==> config.mk <==
export PLATFORM = sky130hd
export DESIGN_NAME = ctt_core
export DESIGN_NICKNAME = d
export VERILOG_FILES = /design/src/inc/ctt_pkg.sv /design/src/core/ctt_core.sv
export VERILOG_INCLUDE_DIRS = /design/src /design/src/inc
export SDC_FILE = /design/constraint.sdc
export NUM_CORES = 1
export LEC_CHECK = 0
export BUFFER_PORTS_ARGS = -buffer_cell sky130_fd_sc_hd__buf_4
export CAP_MARGIN = 10
export CORE_MARGIN = 1.5
export CORE_UTILIZATION = 50
export CTS_CLUSTER_SIZE = 24
export DETAILED_ROUTE_END_ITERATION = 10
export GPL_TIMING_DRIVEN = 0
export PLACE_DENSITY = 0.74
export REMOVE_ABC_BUFFERS = 1
export SYNTH_ARGS = -nofsm -noshare
export SYNTH_HDL_FRONTEND = slang
export SYNTH_SLANG_ARGS = --single-unit
==> constraint.sdc <==
create_clock -name clock_i -period 3.6 [get_ports clock_i]
set_input_delay 0.36 -clock clock_i [delete_from_list [all_inputs] [get_ports clock_i]]
set_output_delay 0.36 -clock clock_i [all_outputs]
set_load 0.005 [all_outputs]
==> src/inc/ctt_map.svh <==
/*
 Constants for the test and transfer execution core: opcodes, flag positions,
 reset values and cycle counts. Assumes inclusion by bare name.
*/
`ifndef CTT_MAP_SVH
`define CTT_MAP_SVH
`define CTT_OP_TST_DIR   8'h3D
`define CTT_OP_TST_A     8'h4D
`define CTT_OP_TST_X     8'h5D
`define CTT_OP_TST_IX1   8'h6D
`define CTT_OP_TST_IX    8'h7D
`define CTT_OP_PREFIX    8'h9E
`define CTT_OP_TSX       8'h95
`define CTT_OP_TXA       8'h9F
`define CTT_OP_TXS       8'h94
`define CTT_OP_MOV_IXD   8'h7E
`define CTT_OP_MOV_IMD   8'h6E
`define CTT_OP_LDA_SP2   8'hD6
`define CTT_OP_LDA_IX2   8'hD6
`define CTT_OP_CBEQ_IXP  8'h71
`define CTT_OP_CBEQ_IX1P 8'h61
`define CTT_CCR_V        7
`define CTT_CCR_H        4
`define CTT_CCR_I        3
`define CTT_CCR_N        2
`define CTT_CCR_Z        1
`define CTT_CCR_C        0
`define CTT_CCR_RESET    8'h68
`define CTT_SP_RESET     16'h00FF
`define CTT_CYC_TST_DIR  4'h3
`define CTT_CYC_TST_INH  4'h1
`define CTT_CYC_TST_IX1  4'h3
`define CTT_CYC_TST_IX   4'h2
`define CTT_CYC_TST_SP1  4'h4
`define CTT_CYC_TSX      4'h2
`define CTT_CYC_TXA      4'h1
`define CTT_CYC_TXS      4'h2
`endif

==> src/inc/ctt_pkg.sv <==
/*
 Types for the test and transfer execution core.
 Assumes the map header sits on the include path.
*/
package ctt_pkg;
  typedef enum logic [2:0] {
    CTT_FETCH = 3'b000,
    CTT_OPND1 = 3'b001,
    CTT_OPND2 = 3'b010,
    CTT_READ  = 3'b011,
    CTT_WRITE = 3'b100,
    CTT_WAIT  = 3'b101
  } ctt_state_t;

  typedef struct packed {
    logic [15:0] addr;
    logic        rd;
    logic        wr;
    logic [7:0]  wdata;
  } ctt_mem_req_t;

  typedef struct packed {
    logic [7:0]  acc;
    logic [15:0] hx;
    logic [15:0] sp;
    logic [15:0] pc;
    logic [7:0]  condition_code_reg;
  } ctt_regs_t;
endpackage : ctt_pkg

==> src/core/ctt_core.sv <==
/*
 Execution core for the test family, the stack/index/accumulator transfers
 and the indexed, stack and move addressing modes.
 Assumes a synchronous memory that answers a read on the next clock in rdata_i.
*/
`timescale 1ns/1ps
`default_nettype none
`include "ctt_map.svh"

// Summary of operation
// [RULE_01] Test subtracts zero from A, X or memory, clears V, sets N and Z, keeps H, I and C.
// [RULE_02] Test opcodes 3D, 4D, 5D, 6D, 7D and 9E6D take 3, 1, 1, 3, 2 and 4 cycles.
// [RULE_03] Opcode 95 loads H:X with SP plus one in 2 cycles and keeps all flags.
// [RULE_04] Opcode 9F copies X into A in 1 cycle and keeps all flags.
// [RULE_05] Opcode 94 loads SP with H:X minus one in 2 cycles and keeps all flags.
// [RULE_06] Stack modes address SP plus an unsigned 8-bit or high-then-low 16-bit offset.
// [RULE_07] The 16-bit indexed mode adds a high-then-low offset to H:X.
// [RULE_08] Post-increment indexed mode addresses H:X and then increments H:X.
// [RULE_09] The 8-bit offset post-increment mode adds a byte to H:X, then increments H:X.
// [RULE_10] Indexed-to-direct move reads at H:X, writes a direct address, then increments H:X.
// [RULE_11] Immediate-to-direct move stores an immediate byte at a direct address.
// [RULE_12] A leading 9E byte selects the stack-relative variant and adds one byte.
module ctt_core (
  input  wire logic             clock_i,
  input  wire logic             rst_n_i,
  input  wire logic [7:0]       rdata_i,
  output ctt_pkg::ctt_mem_req_t mem_o,
  output ctt_pkg::ctt_regs_t    regs_o,
  output logic                  instr_done_o,
  output logic                  illegal_op_o
);
  import ctt_pkg::*;

  ////////////////////////////////////////////////////////////////////////////
  // Architectural state
  ctt_state_t  state;
  logic [7:0]  acc;
  logic [15:0] hx;
  logic [15:0] sp;
  logic [15:0] pc;
  logic [7:0]  condition_code_reg;
  logic [7:0]  opcode;
  logic        prefix;
  logic [15:0] ea;
  logic [7:0]  opnd_hi;
  logic [7:0]  mov_data;
  logic [3:0]  cyc_left;
  logic        rd_pending;
  logic        wr_pending;
  logic [15:0] addr;
  logic        done;
  logic        illegal;

  // Opcode classes
  logic is_tst_mem;
  logic is_sp1;
  logic is_sp2;
  logic is_ix2;
  logic is_cbeq_ixp;
  logic is_cbeq_ix1p;
  logic two_opnd;
  logic one_opnd;

  always_comb begin
    is_sp1       = prefix && (opcode == `CTT_OP_TST_IX1);                    // [RULE_12]
    is_sp2       = prefix && (opcode == `CTT_OP_LDA_SP2);                    // [RULE_12]
    is_ix2       = !prefix && (opcode == `CTT_OP_LDA_IX2);
    is_cbeq_ixp  = !prefix && (opcode == `CTT_OP_CBEQ_IXP);
    is_cbeq_ix1p = !prefix && (opcode == `CTT_OP_CBEQ_IX1P);
    is_tst_mem   = (opcode == `CTT_OP_TST_DIR) || (opcode == `CTT_OP_TST_IX1) ||
                   (opcode == `CTT_OP_TST_IX);
    two_opnd     = is_sp2 || is_ix2 || (!prefix && opcode == `CTT_OP_MOV_IMD);
    one_opnd     = is_sp1 || (!prefix && (opcode == `CTT_OP_TST_DIR ||
                   opcode == `CTT_OP_TST_IX1 || opcode == `CTT_OP_MOV_IXD ||
                   is_cbeq_ix1p));
  end

  ////////////////////////////////////////////////////////////////////////////
  // Sequencer
  always_ff @(posedge clock_i) begin
    if (!rst_n_i) begin
      state      <= CTT_FETCH;
      opcode     <= 8'h00;
      prefix     <= 1'b0;
      ea         <= 16'h0000;
      opnd_hi    <= 8'h00;
      mov_data   <= 8'h00;
      cyc_left   <= 4'h0;
      rd_pending <= 1'b0;
      wr_pending <= 1'b0;
      done       <= 1'b0;
      illegal    <= 1'b0;
    end else begin
      done    <= 1'b0;
      illegal <= 1'b0;
      case (state)
        CTT_FETCH: begin
          if (rd_pending) begin
            rd_pending <= 1'b0;
            if (rdata_i == `CTT_OP_PREFIX && !prefix) begin
              prefix <= 1'b1;                                                  // [RULE_12]
            end else begin
              opcode <= rdata_i;
              state  <= CTT_OPND1;
            end
          end else begin
            rd_pending <= 1'b1;
          end
        end
        CTT_OPND1: begin
          if (!prefix && (opcode == `CTT_OP_TST_A || opcode == `CTT_OP_TST_X ||
              opcode == `CTT_OP_TXA)) begin
            cyc_left <= `CTT_CYC_TST_INH;                                      // [RULE_02]
            state    <= CTT_WAIT;
          end else if (!prefix && (opcode == `CTT_OP_TSX || opcode == `CTT_OP_TXS)) begin
            cyc_left <= `CTT_CYC_TSX;                                          // [RULE_02]
            state    <= CTT_WAIT;
          end else if (!prefix && (opcode == `CTT_OP_TST_IX || is_cbeq_ixp)) begin
            ea       <= hx;                                                    // [RULE_08]
            cyc_left <= `CTT_CYC_TST_IX;
            state    <= CTT_READ;
          end else if (one_opnd || two_opnd) begin
            if (rd_pending) begin
              rd_pending <= 1'b0;
              opnd_hi    <= rdata_i;
              if (two_opnd) begin
                state <= CTT_OPND2;
              end else if (is_sp1) begin
                ea       <= sp + {8'h00, rdata_i};                             // [RULE_06]
                cyc_left <= `CTT_CYC_TST_SP1;
                state    <= CTT_READ;
              end else if (opcode == `CTT_OP_TST_IX1 || is_cbeq_ix1p) begin
                ea       <= hx + {8'h00, rdata_i};                             // [RULE_09]
                cyc_left <= `CTT_CYC_TST_IX1;
                state    <= CTT_READ;
              end else if (opcode == `CTT_OP_MOV_IXD) begin
                ea       <= hx;                                                // [RULE_10]
                cyc_left <= `CTT_CYC_TST_IX1;
                state    <= CTT_READ;
              end else begin
                ea       <= {8'h00, rdata_i};
                cyc_left <= `CTT_CYC_TST_DIR;
                state    <= CTT_READ;
              end
            end else begin
              rd_pending <= 1'b1;
            end
          end else begin
            illegal <= 1'b1;
            done    <= 1'b1;
            prefix  <= 1'b0;
            state   <= CTT_FETCH;
          end
        end
        CTT_OPND2: begin
          if (rd_pending) begin
            rd_pending <= 1'b0;
            cyc_left   <= `CTT_CYC_TST_SP1;
            if (is_sp2) begin
              ea    <= sp + {opnd_hi, rdata_i};                                // [RULE_06]
              state <= CTT_READ;
            end else if (is_ix2) begin
              ea    <= hx + {opnd_hi, rdata_i};                                // [RULE_07]
              state <= CTT_READ;
            end else begin
              mov_data <= opnd_hi;                                             // [RULE_11]
              ea       <= {8'h00, rdata_i};
              state    <= CTT_WRITE;
            end
          end else begin
            rd_pending <= 1'b1;
          end
        end
        CTT_READ: begin
          if (rd_pending) begin
            rd_pending <= 1'b0;
            mov_data   <= rdata_i;
            if (!prefix && opcode == `CTT_OP_MOV_IXD) begin
              ea    <= {8'h00, opnd_hi};                                       // [RULE_10]
              state <= CTT_WRITE;
            end else begin
              state <= CTT_WAIT;
            end
          end else begin
            rd_pending <= 1'b1;
          end
        end
        CTT_WRITE: begin
          if (wr_pending) begin
            wr_pending <= 1'b0;
            state      <= CTT_WAIT;
          end else begin
            wr_pending <= 1'b1;
          end
        end
        CTT_WAIT: begin
          if (cyc_left > 4'h1) begin
            cyc_left <= cyc_left - 4'h1;                                       // [RULE_02]
          end else begin
            done   <= 1'b1;
            prefix <= 1'b0;
            state  <= CTT_FETCH;
          end
        end
        default: begin
          state <= CTT_FETCH;
        end
      endcase
    end
  end

  ////////////////////////////////////////////////////////////////////////////
  // Program counter: one step per byte fetched from the stream
  always_ff @(posedge clock_i) begin
    if (!rst_n_i) begin
      pc <= 16'h0000;
    end else if (rd_pending && (state == CTT_FETCH || state == CTT_OPND1 ||
                 state == CTT_OPND2)) begin
      pc <= pc + 16'h0001;                                                     // [RULE_12]
    end
  end

  ////////////////////////////////////////////////////////////////////////////
  // Final cycle of the timed wait
  logic last_wait;
  assign last_wait = (state == CTT_WAIT) && (cyc_left <= 4'h1);                // [RULE_02]

  ////////////////////////////////////////////////////////////////////////////
  // Register file and flags at completion
  logic [7:0] tst_val;
  always_comb begin
    if (!prefix && opcode == `CTT_OP_TST_A) begin
      tst_val = acc - 8'h00;                                                   // [RULE_01]
    end else if (!prefix && opcode == `CTT_OP_TST_X) begin
      tst_val = hx[7:0] - 8'h00;                                               // [RULE_01]
    end else begin
      tst_val = mov_data - 8'h00;                                              // [RULE_01]
    end
  end

  always_ff @(posedge clock_i) begin
    if (!rst_n_i) begin
      acc <= 8'h00;
      hx  <= 16'h0000;
      sp  <= `CTT_SP_RESET;
      condition_code_reg <= `CTT_CCR_RESET;
    end else if (last_wait) begin
      if (!prefix && opcode == `CTT_OP_TSX) begin
        hx <= sp + 16'h0001;                                                   // [RULE_03]
      end else if (!prefix && opcode == `CTT_OP_TXA) begin
        acc <= hx[7:0];                                                        // [RULE_04]
      end else if (!prefix && opcode == `CTT_OP_TXS) begin
        sp <= hx - 16'h0001;                                                   // [RULE_05]
      end else if (!prefix && (opcode == `CTT_OP_MOV_IXD || is_cbeq_ixp ||
                   is_cbeq_ix1p)) begin
        hx <= hx + 16'h0001;                                                   // [RULE_08] [RULE_09] [RULE_10]
      end
      if (is_tst_mem || opcode == `CTT_OP_TST_A || opcode == `CTT_OP_TST_X) begin
        condition_code_reg[`CTT_CCR_V] <= 1'b0;                                               // [RULE_01]
        condition_code_reg[`CTT_CCR_N] <= tst_val[7];                                         // [RULE_01]
        condition_code_reg[`CTT_CCR_Z] <= (tst_val == 8'h00);                                 // [RULE_01]
      end
    end
  end

  ////////////////////////////////////////////////////////////////////////////
  // Memory request and outputs
  always_comb begin
    if (state == CTT_READ || state == CTT_WRITE) begin
      addr = ea;
    end else begin
      addr = pc;
    end
    mem_o.addr  = addr;
    mem_o.rd    = (state != CTT_WRITE) && (state != CTT_WAIT) && !rd_pending &&
                  !(state == CTT_OPND1 && !(one_opnd || two_opnd));
    mem_o.wr    = (state == CTT_WRITE) && !wr_pending;
    mem_o.wdata = mov_data;
    regs_o.acc  = acc;
    regs_o.hx   = hx;
    regs_o.sp   = sp;
    regs_o.pc   = pc;
    regs_o.condition_code_reg  = condition_code_reg;
  end

  assign instr_done_o = done;
  assign illegal_op_o = illegal;

endmodule : ctt_core
`default_nettype wire

# ---- Word-level counts from Yosys, hierarchy flattened
# Index checks and enable logic that the tools add are counted.
dict set report op_classes {
  n_addsub 9
  n_bitwise 6
  n_eq_ne 46
  n_mul 0
  div 0
  n_mux 74
  reduce_logical 72
  shift 0
  order_cmp 2
}
# operator count
set op_table {}
lappend op_table {{2-to-1 mux 16 bit} 19}
lappend op_table {{== test 8 x 7 -> 1 bit (second input constant)} 8}
lappend op_table {{adder 16 x 1 -> 16 bit (second input constant)} 3}
lappend op_table {{2-to-1 mux 8 bit} 6}
lappend op_table {{case mux 16 bit (3 select lines)} 1}
lappend op_table {{2-to-1 mux 3 bit} 14}
lappend op_table {{== test 8 bit (second input constant)} 5}
lappend op_table {{!= test 2 bit (second input constant)} 17}
lappend op_table {{adder 16 bit} 2}
lappend op_table {{adder 16 x 8 -> 16 bit} 2}
lappend op_table {{2-to-1 mux 4 bit} 8}
lappend op_table {{logical AND 1 bit} 25}
lappend op_table {{logical OR 1 bit} 20}
lappend op_table {{2-to-1 mux 1 bit} 20}
lappend op_table {{case mux 3 bit (6 select lines)} 1}
lappend op_table {{case mux 8 bit (2 select lines)} 1}
lappend op_table {{subtractor 16 x 1 -> 16 bit (second input constant)} 1}
lappend op_table {{!= test 3 bit (second input constant)} 4}
lappend op_table {{case mux 4 bit (3 select lines)} 1}
lappend op_table {{AND reduction 6 bit} 2}
lappend op_table {{!= test 5 bit (second input constant)} 2}
lappend op_table {{AND reduction 5 bit} 2}
lappend op_table {{AND reduction 9 bit} 1}
lappend op_table {{nonzero test 3 bit} 3}
lappend op_table {{other kinds (24)} 41}
dict set report word_totals {
  inputBits 10
  mem_count 0
  register_bits 110
  ramBits 0
  latchBits 0
  rom_bits 0
}

# ---- Longest topological paths before layout
# Gate-level depths: netlist of run 1.
dict set report depth {
  word_depth 12
  ltp_mapped 16
}

# ---- Worst setup path before layout of run 1
# Ideal clock, no wire load.
dict set report synth_path {
  path_kind {flip-flop to flip-flop}
  from {register prefix}
  to {register hx[14]}
  path_stages_with_launch 16
  n_path_buf 3
  arrival_time_ns 3.395
  required_time_ns 3.519
  setup_slack_ns 0.125
  path_cell_list {dfxtp_1 -> buf_2 -> nor2_1 -> nand3_1 -> nor2_1 -> clkbuf_1 -> clkbuf_1 -> nand2_1 -> o21ai_0 -> ha_1 -> nand3_1 -> or3_1 -> mux2i_2 -> nand4_1 -> or4_1 -> a41oi_1}
}
dict set report synth_via {
  elab_chain_len 7
}
# element line
set synth_rtl {}
lappend synth_rtl {{start: declaration} ctt_core.sv:43} ;# logic prefix;
lappend synth_rtl {{start signal: assignment} ctt_core.sv:84} ;# prefix <= 1'b0;
lappend synth_rtl {{start signal: assignment} ctt_core.sv:101} ;# prefix <= 1'b1;
lappend synth_rtl {{start signal: assignment} ctt_core.sv:151} ;# prefix <= 1'b0;
lappend synth_rtl {{logical NOT 1 bit *} n/a}
lappend synth_rtl {{logical AND 1 bit} ctt_core.sv:68} ;# is_cbeq_ixp = !prefix && (opcode == `CTT_OP_CBEQ_IXP);
lappend synth_rtl {{logical OR 1 bit (2 in series)} ctt_core.sv:254} ;# end else if (!prefix && (opcode == `CTT_OP_MOV_IXD || is_cbeq_ixp ||
lappend synth_rtl {{logical AND 1 bit} ctt_core.sv:254}
lappend synth_rtl {{nonzero test 2 bit (no source line)} n/a}
lappend synth_rtl {{AND reduction 4 bit (no source line)} n/a}
lappend synth_rtl {{end signal: assignment} ctt_core.sv:249} ;# hx <= sp + 16'h0001;
lappend synth_rtl {{end signal: assignment} ctt_core.sv:256} ;# hx <= hx + 16'h0001;
lappend synth_rtl {{end: declaration} ctt_core.sv:38} ;# logic [15:0] hx;
# Mark *: on every way between the ends. The rest lies on a longest branch, timed or not.
# A chain may end at the register's enable or synchronous reset.

# ---- Worst setup path after layout of run 1
dict set report layout_path {
  from {register opcode[4]}
  to {register hx[12]}
}
dict set report layout_via {
  elab_chain_len 7
}
# element line
set layout_rtl {}
lappend layout_rtl {{start: declaration} ctt_core.sv:42} ;# logic [7:0] opcode;
lappend layout_rtl {{start signal: assignment} ctt_core.sv:103} ;# opcode <= rdata_i;
lappend layout_rtl {{== test 8 x 7 -> 1 bit (no source line)} n/a}
lappend layout_rtl {{logical AND 1 bit} ctt_core.sv:68}
lappend layout_rtl {{logical OR 1 bit (2 in series)} ctt_core.sv:254}
lappend layout_rtl {{logical AND 1 bit} ctt_core.sv:254}
lappend layout_rtl {{nonzero test 2 bit (no source line)} n/a}
lappend layout_rtl {{AND reduction 4 bit (no source line)} n/a}
# Several ways; a longest one is shown, not always the timed one.

==> flow_summary_export.csv, run 1 <==
group,metric,value,unit
layout,seqCellArea,2210,um^2
clock_tree,clkLatencyLatePin,360,ps
synthesis,synth.top_cells.by_area,"dfxtp_1 (25%), mux2i_1 (5.4%), nor2_1 (5.1%)",
floorplanning,rows,48,
placement,io_buffers,95,
grt,grt_pass1_wl,44.1,mm
synthesis,yosysTopAreaCell,"dfxtp_1",
grt,grt_pass1_vias,7983,
power,finalPower,3440,uW
synthesis,async_flop_share,0,%
grt,grt_usage,30.6,%
power,p_leak,0.00398,uW
synthesis,synthDistinctLibCells,89,
synthesis,synth-seq-area-share,25.1,%
floorplanning,core-area,17200,um^2
grt,overflow,0,
layout,area_delta_synth_final,13.0,%
setup_path,path_buf_inv,0,
floorplanning,io_pins,102,
grt,grt_start_max_net_pins,49,
power,ir_drop,0.000230,V
layout,multiInputGateArea,6180,um^2
clock_tree,cts_max_level,3,
clock_tree,cts_tree,"done",
floorplanning,die_width,135,um
drt,drt-pass1-iter-count,5,
placement,place.gp.congestion,1.01,
synthesis,ys_top_cells_by_count,"nor2_1 (118), dfxtp_1 (110), nand2_1 (107)",
floorplanning,fp.dieH,135,um
clock_tree,cts_sinks,110,
timing,rsz0062_at_grt,"false",
timing,finalHoldViolCount,0,
placement,placed_cell_area,9470,um^2
synthesis,synth.top_cell.area_share,25.1,%
timing,slew_viol_final,0,
setup_path,cp-start-kind,"flip-flop",
status,status,"complete, no violations",
timing,setup_viol,0,
clock_tree,cts_root_buf,"clkbuf_16",
setup_path,crit_slowest_cell,"dfxtp_4",
timing,fin_worst_skew,8.64,ps
timing,tightest_slew,1310,ps
setup_path,critical_path.cell_chain,"and2b_1 > nand3_2 > nor2_4 > nand2_1 > o21ai_0 > ha_2 > nand3_1 > or3_1 > mux2i_4 > o21ai_1 > a21oi_1 > o21ai_0 > a221oi_1",
setup_path,cpMostUsedCell,"o21ai_0",
floorplanning,die-area,18300,um^2
drt,via_count,9041,
setup_path,worstPathRequired,3860,ps
drt,wl_per_cell,20.2,um
placement,place_worst_setup_slack,-1140,ps
grt,antenna_found_initial,1,
synthesis,synth.cell_area,8770,um^2
timing,whs,346,ps
hold_path,hold_class,"primary input to flip-flop",
clock_tree,clock_path_buffers,2,
layout,drive_gt1_share,15.1,%
setup_path,crit_fanout,18,
floorplanning,initial_core_util,50.9,%
drt,first_iter_violations,1058,
drt,viasPerCell,6.45,
setup_path,end_kind,"flip-flop",
synthesis,synth_warnings,0,
synthesis,synthCells,1138,
drt,finalWirelength,28.3,mm
synthesis,yosysMostFrequentCell,"nor2_1",
synthesis,synth_enable_flop_cells,0,
clock_tree,path_clk_slew,80,ps
placement,hpwl,20.1,mm
run,maxCapViolCount,0,
synthesis,syn-mean-instance-area,7.71,um^2
timing,slew_headroom,12.4,%
setup_path,crit_family,"simple AND/OR/NAND/NOR gates",
layout,design_area,9910,um^2
drt,ant_nets,0,
setup_path,worstPathArrival,3700,ps
synthesis,synth-seq-cells,110,
synthesis,yosys_most_used_dff,"dfxtp_1",
drt,drc,0,
setup_path,slowest_delay,490,ps
timing,layout_min_cycle_time,3440,ps
layout,fillers,1655,
timing,fmax,0.290,GHz
power,power_density,347,nW/um^2
setup_path,path_class,"flip-flop to flip-flop",
layout,antennaDiodeCount,0,
timing,final.period_utilization,95.6,%
layout,nets,1218,
clock_tree,cts_made_buffers,9,
timing,setup_ws,157,ps
-- routing by layer --
metal | share of wire (%) | vias to the layer above | global-route usage, %
met3 | 8.0 | 60 | 4.15
met2 | 45 | 481 | 48.4
met1 | 44 | 4232 | 42.5
li1 | - | 4266 | -
met5 | 0.039 | - | 0
met4 | 2.6 | 2 | 11.4
-- final timing paths --
| path | start | end | slack [ps] | cells after the start |
|---|---|---|---|---|
| setup / recovery | opcode[4] | hx[12] | 160 | 13 |
| hold / removal | rdata_i[0] | opcode[0] | 350 | 3 |
| setup reg to reg | opcode[4] | hx[12] | 160 | 13 |
| hold reg to reg | condition_code_reg[1] | condition_code_reg[1] | 470 | 2 |
-- worst register-to-register path: cells and delay by family, from the launching register on --
family / cells / cell delay (ps)
AOI/OAI and AO/OA: 5 / 1010
adders and majority gates: 1 / 290
DFF: 1 / 490
muxes: 1 / 240
and+or+nand+nor: 6 / 1300
-- per-stage QoR --
stage / TNS [ps] / utilization, % / instances
after floorplan: -477 / - / 1057
after global placement: -14420 / 54.6 / 1377
after detailed placement: -6620 / 54.9 / 1380
after CTS: 0 / 57.3 / 1398
after global routing: 0 / 57.5 / 1401
final: 0 / 57.5 / 1401
-- cells by family (layout without fill, tap and decap cells) --
| family | Yosys count | after routing | synth area share [%] |
|---|---|---|---|
| fa+ha+maj | 37 | 37 | 5.45 |
| other cells | 2 | 6 | 0.0856 |
| mux | 70 | 70 | 8.35 |
| flops | 110 | 110 | 25.1 |
| xor+xnor | 71 | 71 | 7.09 |
| simple gates | 429 | 430 | 24.5 |
| compound gates | 307 | 307 | 24.0 |
| buf+inv | 112 | 145 | 5.38 |
-- placed cells by master (no fill, tap or decap), types with 11 or more instances in the layout --
cell,synthesis,routed
nor2_1,118,115
nand2_1,107,107
dfxtp_1,110,106
buf_4,9,99
a21oi_1,73,71
o21ai_0,59,59
mux2i_1,47,47
nand3_1,45,44
xnor2_1,42,42
a211oi_1,39,39
ha_1,35,34
nor3_1,30,30
xor2_1,29,29
inv_1,27,26
mux2_2,22,22
nand4_1,22,22
o211ai_1,21,21
and3_1,20,20
a31oi_1,16,16
and2_1,12,12
nor2b_1,11,11
-- what timing repair did --
action,4_1_cts,5_1_grt
endpoints found under the setup margin,16,30
setup buffers,1,2
pin swaps,1,1
gates resized for setup,9,7
hold buffers,0,0
gates cloned,1,0
-- final cells by class --
cell class	count	share of cell area, %
sequential	110	22.3
inverter	27	1.02
multi-input combinational	921	62.4
clock inverter	7	1.24
tap	225	2.84
timing repair buffer	102	7.97
clock buffer	9	2.27
-- where the power goes --
group	internal (uW)	switching [uW]	leakage (uW)
Clock	683	482	0.000162
Combinational	312	447	0.00293
Sequential	1340	174	0.000892
Total	2330	1100	0.00398
Power figures use the tool's default switching activity.
==> run 2, diff against run 1 <==
--- a/config.mk
+++ b/config.mk
@@ -8,12 +8,15 @@
 export LEC_CHECK = 0
 export BUFFER_PORTS_ARGS = -buffer_cell sky130_fd_sc_hd__buf_4
 export CAP_MARGIN = 10
+export CELL_PAD_IN_SITES_DETAIL_PLACEMENT = 0
+export CELL_PAD_IN_SITES_GLOBAL_PLACEMENT = 1
 export CORE_MARGIN = 1.5
-export CORE_UTILIZATION = 50
+export CORE_UTILIZATION = 40
+export CTS_BUF_LIST = sky130_fd_sc_hd__clkbuf_8 sky130_fd_sc_hd__clkbuf_16
 export CTS_CLUSTER_SIZE = 24
 export DETAILED_ROUTE_END_ITERATION = 10
 export GPL_TIMING_DRIVEN = 0
-export PLACE_DENSITY = 0.74
+export PLACE_DENSITY = 0.79
 export REMOVE_ABC_BUFFERS = 1
 export SYNTH_ARGS = -nofsm -noshare
 export SYNTH_HDL_FRONTEND = slang
==> run 2 against run 1 <==
  * First-iteration DRC count fell by 30%
  * Clock power fell by 14%
  * Core utilization fell by 11 points
  * Worst setup slack improved by 79 ps
  * Flip-flop and latch count did not move
  * Critical endpoint is now hx[14]
==> flow_summary_export.csv, run 2 (synthesized netlist as in run 1, its figures left out) <==
group,metric,value,unit
status,status,"complete, no violations",
grt,antenna_found_initial,0,
power,power_density,328,nW/um^2
clock_tree,cts_max_level,3,
layout,instances_no_fill,1451,
timing,fin_worst_skew,9.41,ps
setup_path,critical_path.cell_chain,"and2b_2 > nand3_4 > nor2_4 > nand2_1 > o21ai_0 > ha_2 > nand3_1 > or3_1 > mux2i_4 > nand4_1 > or4_1 > a41oi_1",
drt,finalWirelength,29.6,mm
timing,rsz0062_at_grt,"false",
layout,area_delta_synth_final,13.3,%
power,p_comb_share,23.2,%
timing,final.period_utilization,93.4,%
setup_path,path_buf_inv,0,
clock_tree,path_clk_slew,80,ps
setup_path,cp-start-kind,"flip-flop",
drt,first_iter_violations,736,
clock_tree,cts_made_buffers,9,
setup_path,crit_fanout,18,
floorplanning,initial_core_util,41.2,%
timing,layout_min_cycle_time,3360,ps
setup_path,end_kind,"flip-flop",
layout,fillers,2160,
clock_tree,cts_tree,"done",
power,p_sw_share,34.2,%
clock_tree,cts_sinks,110,
power,p_seq_share,46.3,%
layout,layout_commonest_cell,"nor2_1",
hold_path,holdCritStartpoint,"rdata_i[0]",
timing,finalHoldViolCount,0,
floorplanning,fp.dieH,151,um
floorplanning,die-area,22800,um^2
timing,setup_viol,0,
floorplanning,rows,53,
power,p_leak,0.00397,uW
clock_tree,clkLatencyLatePin,360,ps
placement,hpwl,21.2,mm
timing,slew_viol_final,0,
setup_path,rr_startpoint,"opcode[4]",
placement,placed_cell_area,9560,um^2
power,p_int,2140,uW
drt,wl_per_cell,20.4,um
floorplanning,core-area,21300,um^2
setup_path,path_class,"flip-flop to flip-flop",
setup_path,crit_family,"simple AND/OR/NAND/NOR gates",
timing,fin_setup_tns,0,ps
hold_path,holdPathEnd,"opcode[0]",
grt,grt_start_max_net_pins,45,
layout,final_cell_mix,"nor2_1 (115), nand2_1 (107), dfxtp_1 (105)",
layout,design_area,9940,um^2
grt,grt_usage,26.1,%
timing,fmax,0.297,GHz
hold_path,hold_class,"primary input to flip-flop",
timing,tightest_slew,1090,ps
grt,overflow,0,
layout,nets,1218,
floorplanning,io_pins,102,
setup_path,reg2regPathDepth,12,
setup_path,ff2ff_setup_slack,240,ps
run,maxCapViolCount,0,
clock_tree,cts_root_buf,"clkbuf_16",
power,ir_drop,0.000230,V
placement,io_buffers,95,
drt,ant_nets,0,
power,p_sw,1120,uW
grt,grt_pass1_wl,46.2,mm
timing,slew_headroom,26.8,%
drt,drt-pass1-iter-count,7,
setup_path,slowest_delay,500,ps
drt,viasPerCell,6.10,
power,clockPowerShare,30.5,%
drt,drc,0,
floorplanning,die_width,151,um
placement,placed_cells,1432,
setup_path,reg2reg_to,"hx[14]",
hold_path,worstHoldPathCells,3,
grt,grt_pass1_vias,8100,
layout,drive_gt1_share,15.3,%
clock_tree,cts_hold_buf,0,
setup_path,worstPathRequired,3890,ps
setup_path,worstPathArrival,3650,ps
layout,antennaDiodeCount,0,
placement,place.gp.congestion,0.902,
setup_path,crit_slowest_cell,"dfxtp_4",
drt,via_count,8849,
clock_tree,clock_path_buffers,2,
[run 2: changes by cell type in the layout (fill, tap and decap cells not counted), sizes merged]
cell and change:
clkbuf +1, clkinvlp -2, bufinv -3, clkinv +2, inv +2
[run 2: routing by layer]
layer / vias to the layer above / global-route usage [%] / wire (um)
li1: 4258 / - / -
met1: 4165 / 36.4 / 13700
met2: 377 / 41.7 / 13300
met3: 49 / 3.37 / 2020
met4: 0 / 8.11 / 654
met5: - / 0 / 0
[run 2: how the worst max path moves through the flow]
stage	cells after the start	from	endpoint	slack [ps]
2_1_floorplan	12	opcode[4]	hx[14]	-240
3_3_place_gp	13	opcode[4]	hx[14]	-1170
3_5_place_dp	13	opcode[4]	hx[12]	-1280
4_1_cts	6	opcode[5]	ea[10]	60
5_1_grt	12	opcode[4]	hx[14]	10
6_report	12	opcode[4]	hx[14]	240
[run 2: final cells by class]
type                    instances  area [um^2]  area share [%]
well taps                     275          344            3.46
clock buffers                  10          239            2.40
flip-flops and latches        110         2210            22.3
repair buffers                102          801            8.06
inverters                      27          101            1.02
clock inverters                 6         47.5           0.478
multi-input cells             921         6190            62.3
[run 2: power groups by stage]
stage	clock, uW	sequential [uW]	combinational [uW]
2_1_floorplan	0	1470	515
3_3_place_gp	0	1520	717
3_5_place_dp	0	1530	730
4_1_cts	1010	1500	741
5_1_grt	1050	1530	837
6_report	995	1510	756
[run 2: worst min-delay path: stages]
cell	delay, ps
buf_4	160
nand3_1	90
a21oi_1	60
[run 2: repair_timing]
item	4_1_cts	5_1_grt
pin swaps	1	3
buffers inserted	1	0
cloned	1	0
endpoints found under the setup margin	16	23
resized for setup	10	11
[run 2: through the flow]
stage	power (uW)	worst slack [ps]	util [%]	hold slack, ps
2_1_floorplan	1980	-237	-	422
3_3_place_gp	2240	-1170	44.5	455
3_5_place_dp	2260	-1280	44.9	459
4_1_cts	3260	58.3	46.5	337
5_1_grt	3420	9.82	46.7	348
6_report	3260	236	46.7	341
